### config.mk
export PLATFORM = sky130hd
export DESIGN_NAME = rtcd_regs
export DESIGN_NICKNAME = d
export VERILOG_FILES = /design/src/rtcd_pkg.sv /design/src/rtcd_regs.sv /design/src/rtcd_match.sv /design/src/rtcd_irq.sv
export SDC_FILE = /design/constraint.sdc
export NUM_CORES = 1
export LEC_CHECK = 0
export BUFFER_PORTS_ARGS = -buffer_cell sky130_fd_sc_hd__buf_2
export CAP_MARGIN = 10
export CORE_MARGIN = 8
export CORE_UTILIZATION = 52
export CTS_BUF_LIST = sky130_fd_sc_hd__clkbuf_4 sky130_fd_sc_hd__clkbuf_8 sky130_fd_sc_hd__clkbuf_16
export DETAILED_ROUTE_END_ITERATION = 8
export PLACE_DENSITY = 0.78
export SLEW_MARGIN = 10
export SYNTH_ARGS = -nofsm -noshare
export SYNTH_HDL_FRONTEND = slang
export SYNTH_SLANG_ARGS = --single-unit
### constraint.sdc
create_clock -name clock_i -period 3.1 [get_ports clock_i]
set_clock_uncertainty 0.1 [all_clocks]
set_input_delay 0.465 -clock clock_i [delete_from_list [all_inputs] [get_ports clock_i]]
set_output_delay 0.465 -clock clock_i [all_outputs]
set_load 0.1 [all_outputs]
### src/rtcd_pkg.sv
// Purpose: shared constants and carriers for the calendar date and alarm registers
// Assumes: 32-bit apb data, byte addresses
// Notes: data layouts are packed structs, msb first
package rtcd_pkg;
  // register byte offsets
  localparam logic [7:0] OFS_CTRL = 8'h00;
  localparam logic [7:0] OFS_UNLOCK = 8'h04;
  localparam logic [7:0] OFS_ALCTL = 8'h08;
  localparam logic [7:0] OFS_DATE = 8'h0c;
  localparam logic [7:0] OFS_ATIME = 8'h10;
  localparam logic [7:0] OFS_ADATE = 8'h14;
  localparam logic [7:0] OFS_STAT = 8'h18;
  localparam logic [7:0] OFS_IMASK = 8'h1c;
  // control and alarm control bit positions
  localparam int CTRL_WREN_BIT = 3;
  localparam int CTRL_OPEN_BIT = 0;
  localparam int ALCTL_EN_BIT = 15;
  localparam int ALCTL_MASK_LSB = 8;
  // unlock keys, values arbitrary
  localparam logic [31:0] UNLOCK_KEY1 = 32'h1234_5678;
  localparam logic [31:0] UNLOCK_KEY2 = 32'h8765_4321;
  // interrupt status bits
  localparam int IRQ_W = 2;
  localparam int IRQ_ALARM_BIT = 0;
  localparam int IRQ_REFUSED_BIT = 1;
  // alarm period codes
  typedef enum logic [3:0] {
    AM_HALF_SEC, AM_SEC, AM_TEN_SEC, AM_MIN, AM_TEN_MIN,
    AM_HOUR, AM_DAY, AM_WEEK, AM_MONTH, AM_YEAR
  } rtcd_period_code_t;
  typedef enum logic [1:0] {UL_IDLE, UL_KEY1, UL_OPEN} rtcd_unlock_t;
  // calendar date layout
  typedef struct packed {
    logic [3:0] year_tens_digit;
    logic [3:0] year_units_digit;
    logic [2:0] pad_hi;
    logic month_tens_digit;
    logic [3:0] month_units_digit;
    logic [1:0] pad_mid;
    logic [1:0] monthday_tens_digit;
    logic [3:0] monthday_units_digit;
    logic [4:0] pad_lo;
    logic [2:0] weekday_value;
  } rtcd_date_t;
  // time of day layout
  typedef struct packed {
    logic [1:0] pad_hr;
    logic [1:0] hour_tens_digit;
    logic [3:0] hour_units_digit;
    logic pad_min;
    logic [2:0] minute_tens_digit;
    logic [3:0] minute_units_digit;
    logic pad_sec;
    logic [2:0] second_tens_digit;
    logic [3:0] second_units_digit;
    logic [7:0] pad_lo;
  } rtcd_time_t;
  // whole state of the top module
  typedef struct packed {
    rtcd_date_t date;
    rtcd_time_t atime;
    rtcd_date_t adate;
    rtcd_unlock_t unlock;
    logic wren;
    logic alarm_en;
    logic [3:0] alarm_period_mask;
    logic half;
    logic [31:0] prdata;
    logic pready;
    logic pslverr;
    logic [IRQ_W-1:0] rd_seen;
    logic alarm_evt;
    logic refused;
  } rtcd_state_t;
endpackage

### src/rtcd_regs.sv
// Purpose: calendar date and alarm value registers behind an apb slave
// Assumes: time_i and tick_i come from the time counter outside
// Notes: value fields keep no reset, control state resets
// Notes on behaviour
// - date year is two bcd digits, tens in 31:28, units in 27:24
// - date month tens in bit 20, units in 19:16
// - date day of month tens in 13:12, units in 11:8
// - date weekday in bits 2:0, values 0 to 6
// - date writes land only while clock write enable, ctrl bit 3, is set
// - unassigned bits of date and alarm registers read zero, ignore writes
// - alarm hour tens in 29:28, units in 27:24
// - alarm minute tens in 22:20, units in 19:16
// - alarm second tens in 14:12, units in 11:8
// - alarm month tens in bit 20, units 19:16, upper bits zero
// - alarm day of month tens in 13:12, units in 11:8
// - alarm weekday in bits 2:0, values 0 to 6
// - bcd value fields are undefined after reset until written
// - write enable can be set only after the unlock key sequence
// - four-bit period code picks half-second up to yearly, higher reserved
`timescale 1ns/1ps
`default_nettype none
module rtcd_regs
  import rtcd_pkg::*;
#(
  parameter int AW = 8
) (
  // clock and reset
  input wire logic clock_i,
  input wire logic nrst_i,
  // apb slave
  input wire logic psel_i,
  input wire logic penable_i,
  input wire logic pwrite_i,
  input wire logic [AW-1:0] paddr_i,
  input wire logic [31:0] pwdata_i,
  output logic [31:0] prdata_o,
  output logic pready_o,
  output logic pslverr_o,
  // time source
  input wire rtcd_time_t time_i,
  input wire logic tick_i,
  // events
  output logic alarm_evt_o,
  output logic irq_o
);
  rtcd_state_t q, next_q;
  logic [7:0] addr;
  logic setup, wr_done, rd_done;
  logic match, whole_sec;
  logic [IRQ_W-1:0] stat, imask, set_v, clr_v;
  rtcd_date_t wd_date;
  rtcd_time_t wd_time;
  logic [31:0] rd_v;
  logic hit;

  assign addr = paddr_i[7:0];
  assign setup = psel_i & ~penable_i;
  assign wr_done = psel_i & penable_i & q.pready & pwrite_i;
  assign rd_done = psel_i & penable_i & q.pready & ~pwrite_i;
  assign whole_sec = q.half;

  rtcd_match u_match (
    .cur_time_i(time_i),
    .cur_date_i(q.date),
    .alm_time_i(q.atime),
    .alm_date_i(q.adate),
    .alarm_period_mask_i(q.alarm_period_mask),
    .whole_sec_i(whole_sec),
    .match_o(match)
  );

  assign set_v = {q.refused, q.alarm_evt};
  assign clr_v = (rd_done && addr == OFS_STAT) ? q.rd_seen : '0;

  rtcd_irq #(
    .W(IRQ_W)
  ) u_irq (
    .clock_i(clock_i),
    .nrst_i(nrst_i),
    .set_i(set_v),
    .clr_i(clr_v),
    .mask_we_i(wr_done && addr == OFS_IMASK),
    .mask_wd_i(pwdata_i[IRQ_W-1:0]),
    .stat_o(stat),
    .mask_o(imask),
    .irq_o(irq_o)
  );

  // written values with unassigned bits forced to zero
  always_comb begin
    wd_date = rtcd_date_t'(pwdata_i);
    wd_date.pad_hi = '0;
    wd_date.pad_mid = '0;
    wd_date.pad_lo = '0;
    wd_time = rtcd_time_t'(pwdata_i);
    wd_time.pad_hr = '0;
    wd_time.pad_min = '0;
    wd_time.pad_sec = '0;
    wd_time.pad_lo = '0;
  end

  // read mux, sampled in the setup phase
  always_comb begin
    rd_v = '0;
    hit = 1'b1;
    case (addr)
      OFS_CTRL: begin
        rd_v[CTRL_WREN_BIT] = q.wren;
        rd_v[CTRL_OPEN_BIT] = q.unlock == UL_OPEN;
      end
      OFS_UNLOCK: rd_v = '0;
      OFS_ALCTL: begin
        rd_v[ALCTL_EN_BIT] = q.alarm_en;
        rd_v[ALCTL_MASK_LSB+:4] = q.alarm_period_mask;
      end
      OFS_DATE: rd_v = q.date;
      OFS_ATIME: rd_v = q.atime;
      OFS_ADATE: rd_v = {8'h00, q.adate[23:0]};
      OFS_STAT: rd_v[IRQ_W-1:0] = stat;
      OFS_IMASK: rd_v[IRQ_W-1:0] = imask;
      default: hit = 1'b0;
    endcase
  end

  always_comb begin
    next_q = q;
    next_q.alarm_evt = 1'b0;
    next_q.refused = 1'b0;
    next_q.pready = setup;
    if (setup) begin
      next_q.prdata = rd_v;
      next_q.pslverr = ~hit;
      next_q.rd_seen = (addr == OFS_STAT) ? stat : '0;
    end
    if (tick_i) begin
      next_q.half = ~q.half;
      next_q.alarm_evt = q.alarm_en & match;
    end
    if (wr_done) begin
      if (addr != OFS_UNLOCK && addr != OFS_CTRL) begin
        next_q.unlock = UL_IDLE;
      end
      case (addr)
        OFS_UNLOCK: begin
          if (pwdata_i == UNLOCK_KEY1) begin
            next_q.unlock = UL_KEY1;
          end else if (pwdata_i == UNLOCK_KEY2 && q.unlock == UL_KEY1) begin
            next_q.unlock = UL_OPEN;
          end else begin
            next_q.unlock = UL_IDLE;
          end
        end
        OFS_CTRL: begin
          // set only when open, clear always
          if (!pwdata_i[CTRL_WREN_BIT] || q.unlock == UL_OPEN) begin
            next_q.wren = pwdata_i[CTRL_WREN_BIT];
          end
          next_q.unlock = UL_IDLE;
        end
        OFS_ALCTL: begin
          next_q.alarm_en = pwdata_i[ALCTL_EN_BIT];
          next_q.alarm_period_mask = pwdata_i[ALCTL_MASK_LSB+:4];
        end
        OFS_DATE: begin
          if (q.wren) begin
            next_q.date = wd_date;
          end else begin
            next_q.refused = 1'b1;
          end
        end
        OFS_ATIME: next_q.atime = wd_time;
        OFS_ADATE: begin
          next_q.adate = wd_date;
          next_q.adate.year_tens_digit = '0;
          next_q.adate.year_units_digit = '0;
        end
        default: next_q.unlock = q.unlock;
      endcase
    end
    // control resets, value fields stay undefined
    if (!nrst_i) begin
      next_q.unlock = UL_IDLE;
      next_q.wren = 1'b0;
      next_q.alarm_en = 1'b0;
      next_q.alarm_period_mask = '0;
      next_q.half = 1'b0;
      next_q.prdata = '0;
      next_q.pready = 1'b0;
      next_q.pslverr = 1'b0;
      next_q.rd_seen = '0;
      next_q.alarm_evt = 1'b0;
      next_q.refused = 1'b0;
      next_q.date.pad_hi = '0;
      next_q.date.pad_mid = '0;
      next_q.date.pad_lo = '0;
      next_q.atime.pad_hr = '0;
      next_q.atime.pad_min = '0;
      next_q.atime.pad_sec = '0;
      next_q.atime.pad_lo = '0;
      next_q.adate.pad_hi = '0;
      next_q.adate.pad_mid = '0;
      next_q.adate.pad_lo = '0;
    end
  end

  always_ff @(posedge clock_i) begin
    q <= next_q;
  end

  assign prdata_o = q.prdata;
  assign pready_o = q.pready;
  assign pslverr_o = q.pslverr;
  assign alarm_evt_o = q.alarm_evt;
endmodule // rtcd_regs
`default_nettype wire

### src/rtcd_match.sv
// Purpose: alarm comparator over the fields chosen by the period code
// Assumes: inputs are stable bcd values
// Notes: purely combinational, reserved codes never match
`timescale 1ns/1ps
`default_nettype none
module rtcd_match
  import rtcd_pkg::*;
(
  // values
  input wire rtcd_time_t cur_time_i,
  input wire rtcd_date_t cur_date_i,
  input wire rtcd_time_t alm_time_i,
  input wire rtcd_date_t alm_date_i,
  // selection
  input wire logic [3:0] alarm_period_mask_i,
  input wire logic whole_sec_i,
  // result
  output logic match_o
);
  logic su, st, mu, mt, hr, wd, md, mo;
  always_comb begin
    su = cur_time_i.second_units_digit == alm_time_i.second_units_digit;
    st = cur_time_i.second_tens_digit == alm_time_i.second_tens_digit;
    mu = cur_time_i.minute_units_digit == alm_time_i.minute_units_digit;
    mt = cur_time_i.minute_tens_digit == alm_time_i.minute_tens_digit;
    hr = {cur_time_i.hour_tens_digit, cur_time_i.hour_units_digit}
        == {alm_time_i.hour_tens_digit, alm_time_i.hour_units_digit};
    wd = cur_date_i.weekday_value == alm_date_i.weekday_value;
    md = {cur_date_i.monthday_tens_digit, cur_date_i.monthday_units_digit}
        == {alm_date_i.monthday_tens_digit, alm_date_i.monthday_units_digit};
    mo = {cur_date_i.month_tens_digit, cur_date_i.month_units_digit}
        == {alm_date_i.month_tens_digit, alm_date_i.month_units_digit};
    case (alarm_period_mask_i)
      AM_HALF_SEC: match_o = 1'b1;
      AM_SEC: match_o = whole_sec_i;
      AM_TEN_SEC: match_o = whole_sec_i & su;
      AM_MIN: match_o = whole_sec_i & su & st;
      AM_TEN_MIN: match_o = whole_sec_i & su & st & mu;
      AM_HOUR: match_o = whole_sec_i & su & st & mu & mt;
      AM_DAY: match_o = whole_sec_i & su & st & mu & mt & hr;
      AM_WEEK: match_o = whole_sec_i & su & st & mu & mt & hr & wd;
      AM_MONTH: match_o = whole_sec_i & su & st & mu & mt & hr & md;
      AM_YEAR: match_o = whole_sec_i & su & st & mu & mt & hr & md & mo;
      default: match_o = 1'b0;
    endcase
  end
endmodule // rtcd_match
`default_nettype wire

### src/rtcd_irq.sv
// Purpose: sticky event status, mask and one level interrupt
// Assumes: clr_i names only bits software has already seen
// Notes: a set in the clearing cycle wins
`timescale 1ns/1ps
`default_nettype none
module rtcd_irq #(
  parameter int W = 2
) (
  // clock and reset
  input wire logic clock_i,
  input wire logic nrst_i,
  // events and clears
  input wire logic [W-1:0] set_i,
  input wire logic [W-1:0] clr_i,
  // mask write
  input wire logic mask_we_i,
  input wire logic [W-1:0] mask_wd_i,
  // state out
  output logic [W-1:0] stat_o,
  output logic [W-1:0] mask_o,
  output logic irq_o
);
  typedef struct packed {
    logic [W-1:0] stat;
    logic [W-1:0] mask;
    logic irq;
  } rtcd_irq_st_t;
  rtcd_irq_st_t q, next_q;
  always_comb begin
    next_q = q;
    next_q.stat = (q.stat & ~clr_i) | set_i;
    if (mask_we_i) begin
      next_q.mask = mask_wd_i;
    end
    next_q.irq = |(next_q.stat & next_q.mask);
    if (!nrst_i) begin
      next_q = '0;
    end
  end
  always_ff @(posedge clock_i) begin
    q <= next_q;
  end
  assign stat_o = q.stat;
  assign mask_o = q.mask;
  assign irq_o = q.irq;
endmodule // rtcd_irq
`default_nettype wire

==> out/summary.txt <==
main combinational cell family by area after synthesis: simple AND/OR/NAND/NOR gates
hold path endpoint: q[93]
1st-pass router iterations: 5
slowest cell delay on critical path: 0.59 ns
Post-Synth Adder-Cell Area: 0%
hpwl dp: 8963 um
crit path kind: in2reg
Seq cells post-synth: 103
Starting Density: 52.48%
# port buffers: 96
CP endpoint kind: register
unrepaired setup endpoints after global routing: false
antenna diode count: 0
Final setup viols: 0
vias in the first global route: 3,589
Synth Cell Area: 4757 um^2
origin of the critical flop-to-flop path: q[41]
Die Y: 111.6 um
Max-Slew Margin vs Limit: 55.21%
H-tree Lvls: 3
All-Layer GR Usage: 19.14%
Post-CTS Hold Buffers: 0
Yosys warnings: 0
Clock Sinks: 103
Clk Latency, worst-skew pair: 0.37 ns
DIE WIDTH: 111.6 um
layout cell share with drive strength beyond 1: 26.79%
VDD IR max: 0.3295 mV
Root Buffer: clkbuf_8
# DRC: 0
I/O pin total: 114
r2r endpoint: alarm_evt_o
Max clock buf depth: 2
post-CTS setup buffer count: 0
drt total wl: 11,860 um
mux share of post-synthesis cell area: 4.682%
Mapped Avg Cell Area: 11.06 um^2
xor and xnor fraction of the mapped netlist area: 6.628%
final worst-path cycle share: 69.42%
Site Rows: 35
max-cap viol count: 0
initial antenna violation count: 0
placed instance area: 5104 um^2
DIE AREA: 12,460 um^2
first-iteration detailed-routing DRC count: 279
leakage: 0.001958 uW
total CTS buffers: 9
Sequential Area: 2623 um^2
Pwr Density: 469.6 nW/um^2
Worst path slowest cell: or4_4
Via Count: 3,526
Final Hold Viols: 0
Via density: 5.733
Crit Path Max Fanout: 14
RePlAce Congestion: 0.9268
fin area: 5290 um^2
final slew viol count: 0
post-route ant nets: 0
area grow syn2layout: 11.20%
multi-input logic area: 1779 um^2
WL/cell: 19.28 um
Arr. time, crit path: 2.11 ns
post-cts resize count: 0
TritonCTS clock tree: built
final worst path period need: 2.152 ns
Post-Syn Instances: 430
hold path depth: 1
outcome: complete, no violations
post-synthesis compound-gate area fraction: 8.890%
first-pass GRT wire length: 18,820 um
CP Cell Sequence: buf_2 -> or4_4 -> nor2_2 -> and3_4 -> and3_1 -> buf_4
Required @ worst endpoint: 3.05 ns
CP startpoint kind: input pin
Hold WC Path Type: in2reg
Hold Path Origin: pwdata_i[14]
worst-margin pin slew: 0.6694 ns
pin count of the biggest net entering global routing: 32
Final #Nets: 577
CTS clk-pin slew, worst paths: 0.09 ns
Synth Area in Simple Gates: 16.70%
Synth cell types: 56
worst r2r path cells: 4
number of fill cells in the layout: 752
post-layout util: 58.36%
sequential-to-total area share from yosys stat: 55.13%
GR Overflow Total: 0
FF-to-FF setup slack: 1.28 ns
setup TNS: 0 ns
core area: 9065 um^2
Fmax: 464.7 MHz
-- kinds of logic after synthesis --
kind of cell,after synthesis
flip-flops,103
other,1
AO/OA/AOI/OAI,65
multiplexers,22
AND/OR/NAND/NOR,148
XOR/XNOR,36
buffers and inverters,55
-- power by group --
group          switching (uW)  leakage, uW  total [uW]  internal (uW)
logic                     166     0.000975         233           67.2
registers                4.99     0.000883        1450           1440
clock network             456     0.000100         805            349
total                     626      0.00196        2480           1860
-- synth_stat cells (all sizes together) --
cell type | n | share of area [%]
or3 | 2 | 0.26
a21oi | 22 | 2.3
o32ai | 2 | 0.37
and2b | 1 | 0.18
nor3 | 9 | 1.1
or3b | 1 | 0.18
a311oi | 1 | 0.32
dlygate4sd2 | 1 | 0.18
xor2 | 17 | 3.1
a211oi | 1 | 0.16
mux2i | 20 | 4.2
nand4b | 6 | 1.1
inv | 4 | 0.32
a2111oi | 1 | 0.18
a31oi | 2 | 0.26
conb | 1 | 0.079
nand2b | 3 | 0.39
nor2b | 4 | 0.53
nor2 | 35 | 2.8
clkbuf | 11 | 1.1
o211ai | 1 | 0.16
mux2 | 2 | 0.47
buf | 39 | 6.3
a221oi | 10 | 1.8
a22oi | 1 | 0.16
nand3 | 16 | 1.7
nand2 | 38 | 3.0
or4 | 1 | 0.24
nor4b | 5 | 1.4
nor4 | 9 | 1.3
dfxtp | 47 | 20
nor3b | 1 | 0.16
a22o | 1 | 0.18
o31ai | 2 | 0.32
o2bb2ai | 2 | 0.37
nand4 | 10 | 1.3
o31a | 1 | 0.18
edfxtp | 56 | 35
and2 | 3 | 0.47
xnor2 | 19 | 3.5
a221o | 1 | 0.21
o41ai | 1 | 0.18
and3 | 4 | 0.63
o21ai | 16 | 1.7
-- per-layer routing --
| metal | global-route usage, % | wire [um] | part of all wire (%) | vias up |
|---|---|---|---|---|
| met5 | 0 | 0 | 0 | - |
| met4 | 5.652 | 128 | 1.1 | 0 |
| met3 | 4.545 | 828 | 7.0 | 11 |
| met2 | 31.06 | 5643 | 48 | 158 |
| met1 | 24.78 | 5260 | 44 | 1696 |
| li1 | - | - | - | 1661 |
-- worst max-delay path: cells and delay by family --
family                 cells  cell delay, ns
AND/OR/NAND/NOR            4            1.28
buffers and inverters      2            0.35
-- cell usage in the layout (no fill, tap or decap), drive strengths merged, types with 16 or more instances in the layout --
master,Yosys,routed
dfxtp,47,47
a21oi,22,22
nand2,38,38
nor2,35,35
xnor2,19,19
o21ai,16,16
mux2i,20,20
buf,39,105
nand3,16,16
edfxtp,56,56
xor2,17,17
-- per-stage QoR --
| step | hold slack, ns | total power (uW) | cells | worst slack (ns) |
|---|---|---|---|---|
| after CTS | 0.1776 | 2490 | 615 | 0.9745 |
| after global placement | 0.3330 | 1705 | 599 | 0.6046 |
| final | 0.1960 | 2484 | 615 | 0.9479 |
| after global routing | 0.1768 | 2568 | 615 | 0.8918 |
| after detailed placement | 0.3450 | 1709 | 599 | 0.5789 |
| after floorplan | 0.3244 | 1634 | 434 | 0.1499 |
-- area by class of cell --
cell class / instances / share of cell area (%)
clock buffers: 11 / 2.956
flip-flops and latches: 103 / 49.57
repair buffers: 105 / 10.36
clock inverters: 5 / 0.5676
multi-input cells: 276 / 33.63
inverters: 4 / 0.2838
well taps: 111 / 2.625
-- flip-flops by register name, summed over array words and instances (netlist names) --
signal	cells
u_irq.mask_o	2
q	67
u_irq.stat_o	2
u_irq.irq_o	1
pslverr_o	1
alarm_evt_o	1
prdata_o	27
whole_sec	1
pready_o	1
-- worst max-delay path by stage --
stage / slack, ns / end / startpoint / cells after the start
2_1_floorplan: 0.15 / q[47] / pready_o / 3
3_3_place_gp: 0.60 / q[96] / paddr_i[6] / 6
3_5_place_dp: 0.58 / q[123] / paddr_i[6] / 6
4_1_cts: 0.97 / q[105] / paddr_i[6] / 6
5_1_grt: 0.89 / q[106] / paddr_i[6] / 6
6_report: 0.95 / q[123] / paddr_i[6] / 6
Note: power is estimated with default switching activity, not from simulation.
